**src/rtl/tpc_pkg.sv**
```systemverilog
// Shared constants and types of the timer PWM channel block
package tpc_pkg;

  // ----------------------------------------
  // Sizes
  // ----------------------------------------
  localparam int NCH = 2;
  localparam int AW = 8;

  // ----------------------------------------
  // Register byte offsets
  // ----------------------------------------
  localparam logic [AW-1:0] OFS_CTRL = 8'h00;
  localparam logic [AW-1:0] OFS_STATUS = 8'h04;
  localparam logic [AW-1:0] OFS_IRQ_EN = 8'h08;
  localparam logic [AW-1:0] OFS_COUNT = 8'h0C;
  localparam logic [AW-1:0] OFS_MODULO = 8'h10;
  localparam logic [AW-1:0] OFS_CH_BASE = 8'h14;
  localparam logic [AW-1:0] OFS_CH_STRIDE = 8'h08;
  localparam logic [AW-1:0] OFS_CH_VAL = 8'h04;

  // ----------------------------------------
  // Field positions
  // ----------------------------------------
  localparam int CTRL_PS_LSB = 0;
  localparam int CTRL_PS_MSB = 2;
  localparam int CTRL_RUN_BIT = 3;
  localparam int CTRL_CPWM_BIT = 4;
  localparam int CHC_MSB = 2;
  localparam int CNT_DIR_BIT = 16;
  localparam int STAT_OVF_BIT = 0;
  localparam int STAT_CH_LSB = 1;

  // ----------------------------------------
  // Values after reset and fixed counts
  // ----------------------------------------
  localparam logic [15:0] RST_CNT = 16'h0000;
  localparam logic [15:0] RST_MODULO = 16'h0000;
  localparam logic [15:0] RST_CH_VAL = 16'h0000;
  localparam logic [31:0] RST_DATA = 32'h0000_0000;
  localparam logic [15:0] CNT_ALL_ONES = 16'hFFFF;
  localparam logic [15:0] CNT_STEP = 16'h0001;
  localparam logic [6:0] DIV_STEP = 7'h01;

  // ----------------------------------------
  // Carrier types
  // ----------------------------------------
  typedef struct packed {
    logic psel;
    logic penable;
    logic pwrite;
    logic [AW-1:0] paddr;
    logic [31:0] pwdata;
  } tpc_apb_req_s;

  typedef struct packed {
    logic out_mode;
    logic edge_level_select_high;
    logic edge_level_select_low;
  } tpc_ch_cfg_s;

  typedef struct packed {
    logic center_align_select;
    logic run;
    logic [2:0] prescale;
  } tpc_ctrl_s;

endpackage : tpc_pkg

```
**src/rtl/tpc_flag.sv**
```systemverilog
// One event flag with its read-then-write-zero clearing sequence
`timescale 1ns/100ps
`default_nettype none
module tpc_flag import tpc_pkg::*; (
  input wire logic i_clk,
  input wire logic i_nrst,
  input wire logic i_set,
  input wire logic i_read,
  input wire logic i_write,
  input wire logic i_wbit,
  output logic o_flag
);

  typedef struct packed {
    logic flag;
    logic armed;
  } tpc_flag_s;

  tpc_flag_s s_q;
  tpc_flag_s s_d;

  always_comb begin
    s_d = s_q;
    if (i_set) begin
      s_d.flag = 1'b1;
      s_d.armed = 1'b0;
    end else if (i_write) begin
      if (s_q.armed && !i_wbit) begin
        s_d.flag = 1'b0;
      end
      s_d.armed = 1'b0;
    end else if (i_read && s_q.flag) begin
      s_d.armed = 1'b1;
    end
  end

  always_ff @(posedge i_clk or negedge i_nrst) begin
    if (!i_nrst) begin
      s_q <= '0;
    end else begin
      s_q <= s_d;
    end
  end

  assign o_flag = s_q.flag;
endmodule : tpc_flag
`default_nettype wire

```
**src/rtl/tpc_sync.sv**
```systemverilog
// Two-stage synchroniser for the channel pin inputs
`timescale 1ns/100ps
`default_nettype none
module tpc_sync import tpc_pkg::*; (
  input wire logic i_clk,
  input wire logic i_nrst,
  input wire logic [NCH-1:0] i_async,
  output logic [NCH-1:0] o_sync
);

  typedef struct packed {
    logic [NCH-1:0] meta;
    logic [NCH-1:0] sync;
  } tpc_sync_s;

  tpc_sync_s s_q;
  tpc_sync_s s_d;

  always_comb begin
    s_d.meta = i_async;
    s_d.sync = s_q.meta;
  end

  always_ff @(posedge i_clk or negedge i_nrst) begin
    if (!i_nrst) begin
      s_q <= '0;
    end else begin
      s_q <= s_d;
    end
  end

  assign o_sync = s_q.sync;

endmodule : tpc_sync
`default_nettype wire

```
**src/rtl/tpc_top.sv**
```systemverilog
// Timer PWM channels with center-aligned output and flag interrupts
// ----------------------------------------
// What this block does
// - Center-aligned mode with any channel select pair nonzero forces all channel pins out.
// - Center-aligned, select pair one-zero: clear on up-count match, set on down-count match.
// - The overflow flag sets when the counter leaves its terminal count.
// - A channel flag sets on every input capture or output compare event of that channel.
// - The interrupt request to the interrupt controller is active high.
// - Every flag can be polled through the status register with interrupts disabled.
// - The interrupt is a level, high while an enabled flag stays set.
// - A flag clears only when it is set at the access edge of a status read and software then writes zero to it.
// - An event between that read and the zero write keeps the flag set.
// - Outside center-aligned mode the overflow flag sets on the modulo to zero roll.
// - A free-running counter sets the overflow flag on the wrap from all ones to zero.
// ----------------------------------------
`timescale 1ns/100ps
`default_nettype none
module tpc_top import tpc_pkg::*; (
  input wire logic i_clk,
  input wire logic i_nrst,
  input wire tpc_apb_req_s i_apb,
  input wire logic [NCH-1:0] i_ch_pin,
  output logic [31:0] o_prdata,
  output logic o_pready,
  output logic o_pslverr,
  output logic [NCH-1:0] o_ch_out,
  output logic [NCH-1:0] o_ch_oe,
  output logic o_irq
);

  // ----------------------------------------
  // State
  // ----------------------------------------
  typedef struct packed {
    tpc_ctrl_s ctrl;
    logic [NCH:0] irq_en;
    logic [15:0] cnt;
    logic count_down;
    logic [15:0] modulo;
    tpc_ch_cfg_s [NCH-1:0] ch_cfg;
    logic [NCH-1:0][15:0] ch_val;
    logic [6:0] div;
    logic [NCH-1:0] pin_prev;
    logic [NCH-1:0] ch_out;
    logic [NCH-1:0] ch_oe;
    logic irq;
    logic [31:0] prdata;
    logic pready;
    logic pslverr;
  } tpc_state_s;

  tpc_state_s s_q;
  tpc_state_s s_d;

  logic [NCH-1:0] sync_pin;
  logic [NCH:0] flags;
  logic [NCH:0] flag_set;
  logic [NCH-1:0] match;
  logic [NCH-1:0] ch_evt;
  logic [NCH-1:0] rise;
  logic [NCH-1:0] fall;
  logic [15:0] term;
  logic [31:0] rdata;
  logic tick;
  logic ovf_evt;
  logic els_any;
  logic hit;
  logic setup;
  logic wr_acc;
  logic rd_acc;
  logic stat_rd;
  logic stat_wr;
  logic irq_any;

  // ----------------------------------------
  // Helpers
  // ----------------------------------------
  function automatic logic els_on(input tpc_ch_cfg_s cfg);
    return cfg.edge_level_select_high || cfg.edge_level_select_low;
  endfunction : els_on

  function automatic logic [AW-1:0] ch_addr(input int n, input logic is_val);
    logic [AW-1:0] base;
    base = OFS_CH_BASE + AW'(n) * OFS_CH_STRIDE;
    return is_val ? base + OFS_CH_VAL : base;
  endfunction : ch_addr

  function automatic logic tick_of(input logic [6:0] div, input logic [2:0] ps);
    logic [7:0] mask;
    mask = (8'h01 << ps) - 8'h01;
    return (div & mask[6:0]) == mask[6:0];
  endfunction : tick_of

  // ----------------------------------------
  // Bus phase decode
  // ----------------------------------------
  assign setup = i_apb.psel && !i_apb.penable;
  assign wr_acc = i_apb.psel && i_apb.penable && s_q.pready && i_apb.pwrite;
  assign rd_acc = i_apb.psel && i_apb.penable && s_q.pready && !i_apb.pwrite;
  assign stat_rd = rd_acc && (i_apb.paddr == OFS_STATUS);
  assign stat_wr = wr_acc && (i_apb.paddr == OFS_STATUS);
  assign flag_set = {ch_evt, ovf_evt};
  assign irq_any = |(flags & s_q.irq_en);

  // ----------------------------------------
  // Pin input synchroniser
  // ----------------------------------------
  tpc_sync u_sync (
    .i_clk(i_clk),
    .i_nrst(i_nrst),
    .i_async(i_ch_pin),
    .o_sync(sync_pin)
  );

  // ----------------------------------------
  // Event flags
  // ----------------------------------------
  for (genvar g = 0; g <= NCH; g++) begin : g_flag
    tpc_flag u_flag (
      .i_clk(i_clk),
      .i_nrst(i_nrst),
      .i_set(flag_set[g]),
      .i_read(stat_rd),
      .i_write(stat_wr),
      .i_wbit(i_apb.pwdata[g]),
      .o_flag(flags[g])
    );
  end

  // ----------------------------------------
  // Next state
  // ----------------------------------------
  always_comb begin
    s_d = s_q;
    term = (s_q.modulo == RST_MODULO) ? CNT_ALL_ONES : s_q.modulo;
    tick = s_q.ctrl.run && tick_of(s_q.div, s_q.ctrl.prescale);
    ovf_evt = 1'b0;
    match = '0;
    ch_evt = '0;
    rise = '0;
    fall = '0;
    els_any = 1'b0;
    rdata = RST_DATA;
    hit = 1'b1;

    // Prescaler and counter
    if (s_q.ctrl.run) begin
      s_d.div = s_q.div + DIV_STEP;
    end
    if (tick) begin
      if (!s_q.ctrl.center_align_select) begin
        s_d.count_down = 1'b0;
        if (s_q.cnt == term) begin
          s_d.cnt = RST_CNT;
          ovf_evt = 1'b1;
        end else begin
          s_d.cnt = s_q.cnt + CNT_STEP;
        end
      end else if (!s_q.count_down) begin
        if (s_q.cnt >= term) begin
          s_d.count_down = 1'b1;
          s_d.cnt = s_q.cnt - CNT_STEP;
          ovf_evt = 1'b1;
        end else begin
          s_d.cnt = s_q.cnt + CNT_STEP;
        end
      end else begin
        if (s_q.cnt == RST_CNT) begin
          s_d.count_down = 1'b0;
          s_d.cnt = s_q.cnt + CNT_STEP;
        end else begin
          s_d.cnt = s_q.cnt - CNT_STEP;
        end
      end
    end

    // Channels
    for (int n = 0; n < NCH; n++) begin
      match[n] = tick && (s_q.cnt == s_q.ch_val[n]);
      rise[n] = sync_pin[n] && !s_q.pin_prev[n];
      fall[n] = !sync_pin[n] && s_q.pin_prev[n];
      s_d.pin_prev[n] = sync_pin[n];
      s_d.ch_oe[n] = s_q.ch_cfg[n].out_mode && els_on(s_q.ch_cfg[n]);
      if (els_on(s_q.ch_cfg[n])) begin
        els_any = 1'b1;
      end
      if (s_q.ctrl.center_align_select) begin
        if (match[n] && els_on(s_q.ch_cfg[n])) begin
          ch_evt[n] = 1'b1;
          s_d.ch_out[n] = s_q.count_down ^ s_q.ch_cfg[n].edge_level_select_low;
        end
      end else if (s_q.ch_cfg[n].out_mode) begin
        if (match[n]) begin
          ch_evt[n] = 1'b1;
          case ({s_q.ch_cfg[n].edge_level_select_high, s_q.ch_cfg[n].edge_level_select_low})
            2'b01: begin
              s_d.ch_out[n] = !s_q.ch_out[n];
            end
            2'b10: begin
              s_d.ch_out[n] = 1'b0;
            end
            2'b11: begin
              s_d.ch_out[n] = 1'b1;
            end
            default: begin
              s_d.ch_out[n] = s_q.ch_out[n];
            end
          endcase
        end
      end else begin
        if ((s_q.ch_cfg[n].edge_level_select_low && rise[n]) ||
            (s_q.ch_cfg[n].edge_level_select_high && fall[n])) begin
          ch_evt[n] = 1'b1;
          s_d.ch_val[n] = s_q.cnt;
        end
      end
    end
    if (s_q.ctrl.center_align_select && els_any) begin
      s_d.ch_oe = '1;
    end

    // Interrupt output
    s_d.irq = irq_any;

    // Register writes, taken at the access edge
    if (wr_acc) begin
      case (i_apb.paddr)
        OFS_CTRL: begin
          s_d.ctrl.prescale = i_apb.pwdata[CTRL_PS_MSB:CTRL_PS_LSB];
          s_d.ctrl.run = i_apb.pwdata[CTRL_RUN_BIT];
          s_d.ctrl.center_align_select = i_apb.pwdata[CTRL_CPWM_BIT];
        end
        OFS_IRQ_EN: begin
          s_d.irq_en = i_apb.pwdata[NCH:0];
        end
        OFS_COUNT: begin
          s_d.cnt = RST_CNT;
          s_d.div = '0;
          s_d.count_down = 1'b0;
        end
        OFS_MODULO: begin
          s_d.modulo = i_apb.pwdata[15:0];
        end
        default: begin
          for (int n = 0; n < NCH; n++) begin
            if (i_apb.paddr == ch_addr(n, 1'b0)) begin
              s_d.ch_cfg[n] = i_apb.pwdata[CHC_MSB:0];
            end
            if (i_apb.paddr == ch_addr(n, 1'b1)) begin
              s_d.ch_val[n] = i_apb.pwdata[15:0];
            end
          end
        end
      endcase
    end

    // Read data, prepared in the setup cycle
    case (i_apb.paddr)
      OFS_CTRL: begin
        rdata[CTRL_PS_MSB:CTRL_PS_LSB] = s_q.ctrl.prescale;
        rdata[CTRL_RUN_BIT] = s_q.ctrl.run;
        rdata[CTRL_CPWM_BIT] = s_q.ctrl.center_align_select;
      end
      OFS_STATUS: begin
        rdata[NCH:0] = flags;
      end
      OFS_IRQ_EN: begin
        rdata[NCH:0] = s_q.irq_en;
      end
      OFS_COUNT: begin
        rdata[15:0] = s_q.cnt;
        rdata[CNT_DIR_BIT] = s_q.count_down;
      end
      OFS_MODULO: begin
        rdata[15:0] = s_q.modulo;
      end
      default: begin
        hit = 1'b0;
        for (int n = 0; n < NCH; n++) begin
          if (i_apb.paddr == ch_addr(n, 1'b0)) begin
            hit = 1'b1;
            rdata[CHC_MSB:0] = s_q.ch_cfg[n];
          end
          if (i_apb.paddr == ch_addr(n, 1'b1)) begin
            hit = 1'b1;
            rdata[15:0] = s_q.ch_val[n];
          end
        end
      end
    endcase
    s_d.pready = setup;
    s_d.pslverr = setup && !hit;
    if (setup) begin
      s_d.prdata = (i_apb.pwrite || !hit) ? RST_DATA : rdata;
    end
  end

  // ----------------------------------------
  // State register
  // ----------------------------------------
  always_ff @(posedge i_clk or negedge i_nrst) begin
    if (!i_nrst) begin
      s_q <= '0;
    end else begin
      s_q <= s_d;
    end
  end

  assign o_prdata = s_q.prdata;
  assign o_pready = s_q.pready;
  assign o_pslverr = s_q.pslverr;
  assign o_ch_out = s_q.ch_out;
  assign o_ch_oe = s_q.ch_oe;
  assign o_irq = s_q.irq;
endmodule : tpc_top
`default_nettype wire

```
**config.mk**
```make
export PLATFORM = sky130hd
export DESIGN_NAME = tpc_top
export DESIGN_NICKNAME = d
export VERILOG_FILES = /design/src/rtl/tpc_pkg.sv /design/src/rtl/tpc_flag.sv /design/src/rtl/tpc_sync.sv /design/src/rtl/tpc_top.sv
export SDC_FILE = /design/constraint.sdc
export NUM_CORES = 1
export LEC_CHECK = 0
export BUFFER_PORTS_ARGS = -buffer_cell sky130_fd_sc_hd__buf_2
export CAP_MARGIN = 20
export CELL_PAD_IN_SITES_DETAIL_PLACEMENT = 1
export CELL_PAD_IN_SITES_GLOBAL_PLACEMENT = 1
export CORE_MARGIN = 1
export CORE_UTILIZATION = 40
export CTS_BUF_LIST = sky130_fd_sc_hd__clkbuf_8
export CTS_CLUSTER_SIZE = 40
export DETAILED_ROUTE_END_ITERATION = 16
export MAX_ROUTING_LAYER = met4
export PLACE_DENSITY = 0.75
export SYNTH_ARGS = -nofsm -noshare
export SYNTH_HDL_FRONTEND = slang
export SYNTH_SLANG_ARGS = --single-unit
```
**constraint.sdc**
```tcl
create_clock -name i_clk -period 9.95 [get_ports i_clk]
set_input_delay 0.4975 -clock i_clk [delete_from_list [all_inputs] [get_ports i_clk]]
set_output_delay 0.4975 -clock i_clk [all_outputs]
set_load 0.02 [all_outputs]
```
* Yosys cells after proc, flatten, opt, wreduce, memory -nomap -nowiden
Index checks and enable logic that the tools add are counted.
Storage, ports and cells: bits in registers 137, input port bits 47, output and inout bits 39, word-level logic and storage cells 224
Operators by class: add/subtract/negate cells 4, order comparisons 1, equality and inequality tests 20, shift-type cells 1, mux-type cells 81, bitwise operators 5, reductions and logical operators 80
Operator list (count):
- 2-to-1 mux 16 bit | 15
- 2-to-1 mux 17 bit | 5
- 2-to-1 mux 78 bit | 1
- equality test 16 bit | 3
- 2-to-1 mux 1 bit | 44
- 2-to-1 mux 38 bit | 1
- one-hot mux 11 bit (3 select lines) | 1
- equality test 8 x 5 -> 1 bit (second input constant) | 4
- logical NOT 16 bit | 2
- logical AND 1 bit | 30
- nonzero test 2 bit | 10
- adder 16 x 1 -> 16 bit (second input constant) | 1
- equality test 8 x 4 -> 1 bit (second input constant) | 2
- greater-or-equal comparator 16 bit | 1
- subtractor 16 x 1 -> 16 bit (second input constant) | 1
- one-hot mux 3 bit (5 select lines) | 1
- 2-to-1 mux 7 bit | 2
- logical NOT 1 bit | 12
- 2-to-1 mux 3 bit | 4
- AND reduction 2 bit | 6
- nonzero test 3 bit | 3
- equality test 2 bit (second input constant) | 4
- equality test 8 x 3 -> 1 bit (second input constant) | 1
- equality test 8 x 6 -> 1 bit (second input constant) | 1
- other kinds (22) | 37

* Longest topological paths before layout
depth after elaboration 11, depth in mapped cells 15, depth with buffers taken out 11

* Cells and area by module
A second synthesis with hierarchy kept.
Second synthesis, totals: cell total of the unflattened synthesis 801, area, all modules 7483.4 um^2
By module, submodules not included:
- tpc_top | times used 1, cells an instance 779, area an instance 7158.1 um^2, sequential area each 2802.7 um^2
- tpc_flag | times used 3, cells an instance 6, area an instance 75.1 um^2, sequential area each 50.0 um^2
- tpc_sync | times used 1, cells an instance 4, area an instance 100.1 um^2, sequential area each 100.1 um^2

* Worst setup path after synthesis
No wires, ideal clock.
path kind reg2reg, start register s_q[88] in the netlist's numbering, end register s_q[106] in the netlist's numbering, setup time 0.123 ns, data arrival time 3.600 ns, data required time 9.827 ns, slack 6.227 ns, cell stages (with the launch flop) 16, path buffers 4, period minus slack after synthesis 3.723 ns, cell sequence dfrtp_1 > nor4_1 > and4_1 > clkbuf_1 > clkbuf_1 > nor2_1 > ha_1 > nand4_2 > or3_1 > a221o_1 > and4b_4 > buf_6 > or2_1 > buf_6 > mux2_4 > o221a_1
RTL lines:
- start, declared | line tpc_top.sv:52 | tpc_state_s s_q;
- start signal, assigned | line tpc_top.sv:303 | s_q <= '0;
- start signal, assigned | line tpc_top.sv:305 | s_q <= s_d;

==> flow_summary.rst <==
.. list-table::
   :header-rows: 1

   * - Metric
     - Value
   * - Cell count of the worst reg-to-reg path
     - 11
   * - Final clock skew
     - roughly 0.0073 ns
   * - Largest net degree at the start of global routing
     - 71
   * - FF+latch count, synth
     - ~120
   * - Req. time, crit path
     - slightly above 10 ns
   * - Die Ht
     - 140 µm
   * - Arrival @ worst endpoint
     - ~4.6 ns
   * - Setup Total Neg Slack
     - 0 ns
   * - Setup violators final
     - 0
   * - Signed area change from the synthesized netlist to the final layout
     - 8.04%
   * - Kind of launch point of the worst setup path
     - flip-flop
   * - Proportion of synthesized flip-flops having asynchronous set or reset
     - 100%
   * - Clock slew at the register clock pins of the worst setup and hold paths
     - ~0.070 ns
   * - Maximum Capacitance Violations
     - 0
   * - Placed Instance Area
     - roughly 7800 µm²
   * - Sequential cell area fraction in the yosys report
     - between 30 and 40%
   * - Post-route worst setup slack
     - 5.70 ns
   * - Depth of the critical timing path with buffers and inverters included
     - 11
   * - Dominant cell by count in the synthesized netlist
     - sky130_fd_sc_hd__dfrtp_1
   * - IO Port Bufs
     - 54
   * - Critical path buffers and inverters
     - 0
   * - Source-to-sink clock delay at the later pin of the worst-skew pair
     - about 0.45 ns
   * - Portion of synthesized cell area occupied by the leading cell type
     - 39.8%
   * - Critical path class
     - flip-flop to flip-flop
   * - Antenna violations before repair
     - 0
   * - Buffers inserted during post-CTS setup optimization
     - 0
   * - CTS Root Buffer Type
     - sky130_fd_sc_hd__clkbuf_8
   * - Count of flip-flops with a built-in enable after synthesis
     - 0
   * - Worst R2R End
     - s_q[117]$_DFF_PN0_
   * - Run status
     - finished clean
   * - Chain of cells forming the critical path
     - nor4_1 -> and4_1 -> nor2_1 -> ha_1 -> nand4_1 -> or3_1 -> a221o_1 -> and4b_4 -> nor2_1 -> nor2_1 -> o32ai_1
   * - Boundary pin count
     - 86
   * - Final cell area excluding filler cells
     - between 8000 and 9000 µm²
   * - Peak supply drop
     - ~0.061 mV
   * - Max-slew headroom at the worst pin
     - about a quarter
   * - Final period utilization
     - between 40% and 50%
   * - Routability-driven placement congestion ratio
     - 0.819
   * - Number of hold violations in the final report
     - 0
   * - Crit end category
     - flip-flop
   * - Number of distinct standard cells referenced by the synthesized netlist
     - 61
   * - TritonCTS clock tree
     - done
   * - Number of iterations in the first detailed-routing pass
     - 6
   * - Number of buffers created by CTS
     - 17
   * - Reg-to-reg slack, setup
     - 5.70 ns
   * - Final net count
     - between 900 and 1000
   * - Routed vias/inst
     - 5.98
   * - Initial cell density of the core
     - about two fifths
   * - Critical register-to-register path startpoint
     - s_q[86]$_DFFE_PN0P_
   * - Mean instance size in the synthesized netlist
     - roughly 9.1 µm²
   * - Synth warn
     - 0
   * - Maximum level of the CTS H-tree
     - 4
   * - Top_reg_cell synth
     - sky130_fd_sc_hd__dfrtp_1
   * - HPWL after DPL
     - approximately 16000 µm
   * - CTS-repair resized insts
     - 0
   * - FMAX
     - 235 MHz
   * - Chip Width
     - around 140 µm
   * - CTS Hold Bufs
     - 0
   * - Critical path's slowest cell
     - sky130_fd_sc_hd__nor2_1
   * - DIE AREA
     - just under 20000 µm²
   * - Number of diodes added for antenna fixing
     - 0
   * - Maximum single-stage delay on the critical path
     - 0.72 ns
   * - Cell family with most CP delay
     - simple AND/OR/NAND/NOR gates
   * - Remaining design rule violation count
     - 0
   * - Cell count after synthesis
     - between 800 and 900
   * - Most repeated library cell on the critical path
     - sky130_fd_sc_hd__nor2_1
   * - Highest fanout seen on the critical path
     - 16
   * - Overall track demand over capacity in global routing
     - around a quarter
   * - Global route total overflow
     - 0
   * - Final period demand of the worst path
     - ~4.2 ns
   * - Share of post-route cells with drive strength above 1
     - 15.9%
   * - Violation count after the first detailed-routing iteration
     - approximately 460
   * - Total number of vias
     - 6480
   * - Ranking of synthesized cells by area
     - sky130_fd_sc_hd__dfrtp_1 (40%), sky130_fd_sc_hd__mux2i_1 (6.0%), sky130_fd_sc_hd__nand2_1 (4.5%), sky130_fd_sc_hd__xor2_1 (4.3%), sky130_fd_sc_hd__mux2_2 (4.1%)
   * - Routed wire per std cell
     - ~20 µm
   * - Final count of pins violating max slew
     - 0
   * - Setup repair after global routing missed its margin
     - no
   * - Post-Place Worst Slack
     - 5.71 ns
   * - Vias in the first global route
     - around 6600
   * - Number of sinks handled by clock tree synthesis
     - ~120
   * - Site Rows
     - 50
   * - Total wirelength of the detailed-routed design
     - between 20000 and 25000 µm
   * - Cell taking the most area after synthesis
     - sky130_fd_sc_hd__dfrtp_1
   * - Worst Hold Class
     - input pin to async pin
   * - Largest buffer count on any clock path
     - 2
   * - Number of nets with antenna violations after detailed routing
     - 0
   * - Core region area
     - between 15000 and 20000 µm²
   * - Worst Tran Pin Value
     - about 1.1 ns
   * - Most frequent cells after synthesis
     - sky130_fd_sc_hd__dfrtp_1 (122), sky130_fd_sc_hd__nand2_1 (91), sky130_fd_sc_hd__nor2_1 (64), sky130_fd_sc_hd__clkbuf_1 (54), sky130_fd_sc_hd__mux2i_1 (46)
   * - Cell area power density
     - 131 nW/µm²
   * - Pleak
     - about 3.6 nW
   * - Global-route wire length before repair
     - 36500 µm
   * - Summed instance area of the synthesized netlist
     - roughly 7700 µm²
stage by stage:
step	power [W]	cells	hold WS, ns	utilization (%)
after floorplan	0.000590	855	0.202	-
after global placement	0.000623	1051	0.334	41.8
after detailed placement	0.000626	1051	0.340	41.8
after CTS	0.00109	1083	0.126	44.0
after global routing	0.00113	1084	0.138	44.2
final	0.00108	1084	0.113	44.2
state kept, by name, indices dropped and copies added (netlist names):
name / flops
o_pslverr: 1
o_prdata: 17
g_flag.u_flag.s_q: 3
g_flag.u_flag.o_flag: 3
o_irq: 1
s_q: 88
o_ch_out: 2
u_sync.o_sync: 2
o_ch_oe: 2
o_pready: 1
u_sync.s_d: 2
where the power goes:
| group | internal (W) | leakage (nW) | switching (W) |
|---|---|---|---|
| clock network | 0.000258 | 0.210 | 0.000208 |
| registers | 0.000504 | 1.42 | 0.0000160 |
| logic | 0.0000330 | 1.93 | 0.0000632 |
| total | 0.000795 | 3.55 | 0.000287 |
final cells by class:
type | instances | area (µm²)
fillers | 2184 | 10500
multi-input cells | 612 | 4090
flip-flops and latches | 122 | 3050
repair buffers | 63 | 360
well taps | 234 | 293
clock buffers | 19 | 262
clock inverters | 13 | 153
inverters | 21 | 78.8
per-layer routing:
layer / up-vias / part of all wire [%] / track usage (%)
li1: 2995 / - / -
met1: 3288 / 46 / 31.4
met2: 172 / 49 / 40.2
met3: 25 / 3.9 / 3.62
met4: 0 / 1.8 / 7.55
met5: - / 0 / -
worst max-delay path by stage:
stage / start / end
final: s_q[86]$_DFFE_PN0P_ / s_q[117]$_DFF_PN0_
after global routing: s_q[86]$_DFFE_PN0P_ / s_q[117]$_DFF_PN0_
after CTS: s_q[86]$_DFFE_PN0P_ / s_q[117]$_DFF_PN0_
after global placement: s_q[86]$_DFFE_PN0P_ / s_q[105]$_DFF_PN0_
after floorplan: s_q[88]$_DFFE_PN0P_ / s_q[106]$_DFF_PN0_
after detailed placement: s_q[86]$_DFFE_PN0P_ / s_q[105]$_DFF_PN0_
placed cells by master, fill, tap and decap left out, drive strengths merged, types with 29 or more instances in the layout:
| cell type | netlist | layout |
|---|---|---|
| nand2 | 91 | 91 |
| buf | 46 | 63 |
| mux2 | 29 | 29 |
| xor2 | 38 | 38 |
| o21ai | 40 | 40 |
| mux2i | 46 | 46 |
| dfrtp | 122 | 122 |
| nor2 | 64 | 64 |
| a21oi | 41 | 41 |
| nor3 | 33 | 33 |
cell families (layout without fill, tap and decap cells):
kind of cell               Yosys count  after routing  synth area share (%)
AOI/OAI and AO/OA                  171            171                  15.4
muxes                               75             75                  10.3
other                                1             15                0.0489
DFF                                122            122                  39.8
adders and majority gates           22             22                  3.59
buffers and inverters              121            116                  7.93
and+or+nand+nor                    288            288                  18.2
xor gates and xnor gates            41             41                  4.68
Note: power is estimated with default switching activity, not from simulation.
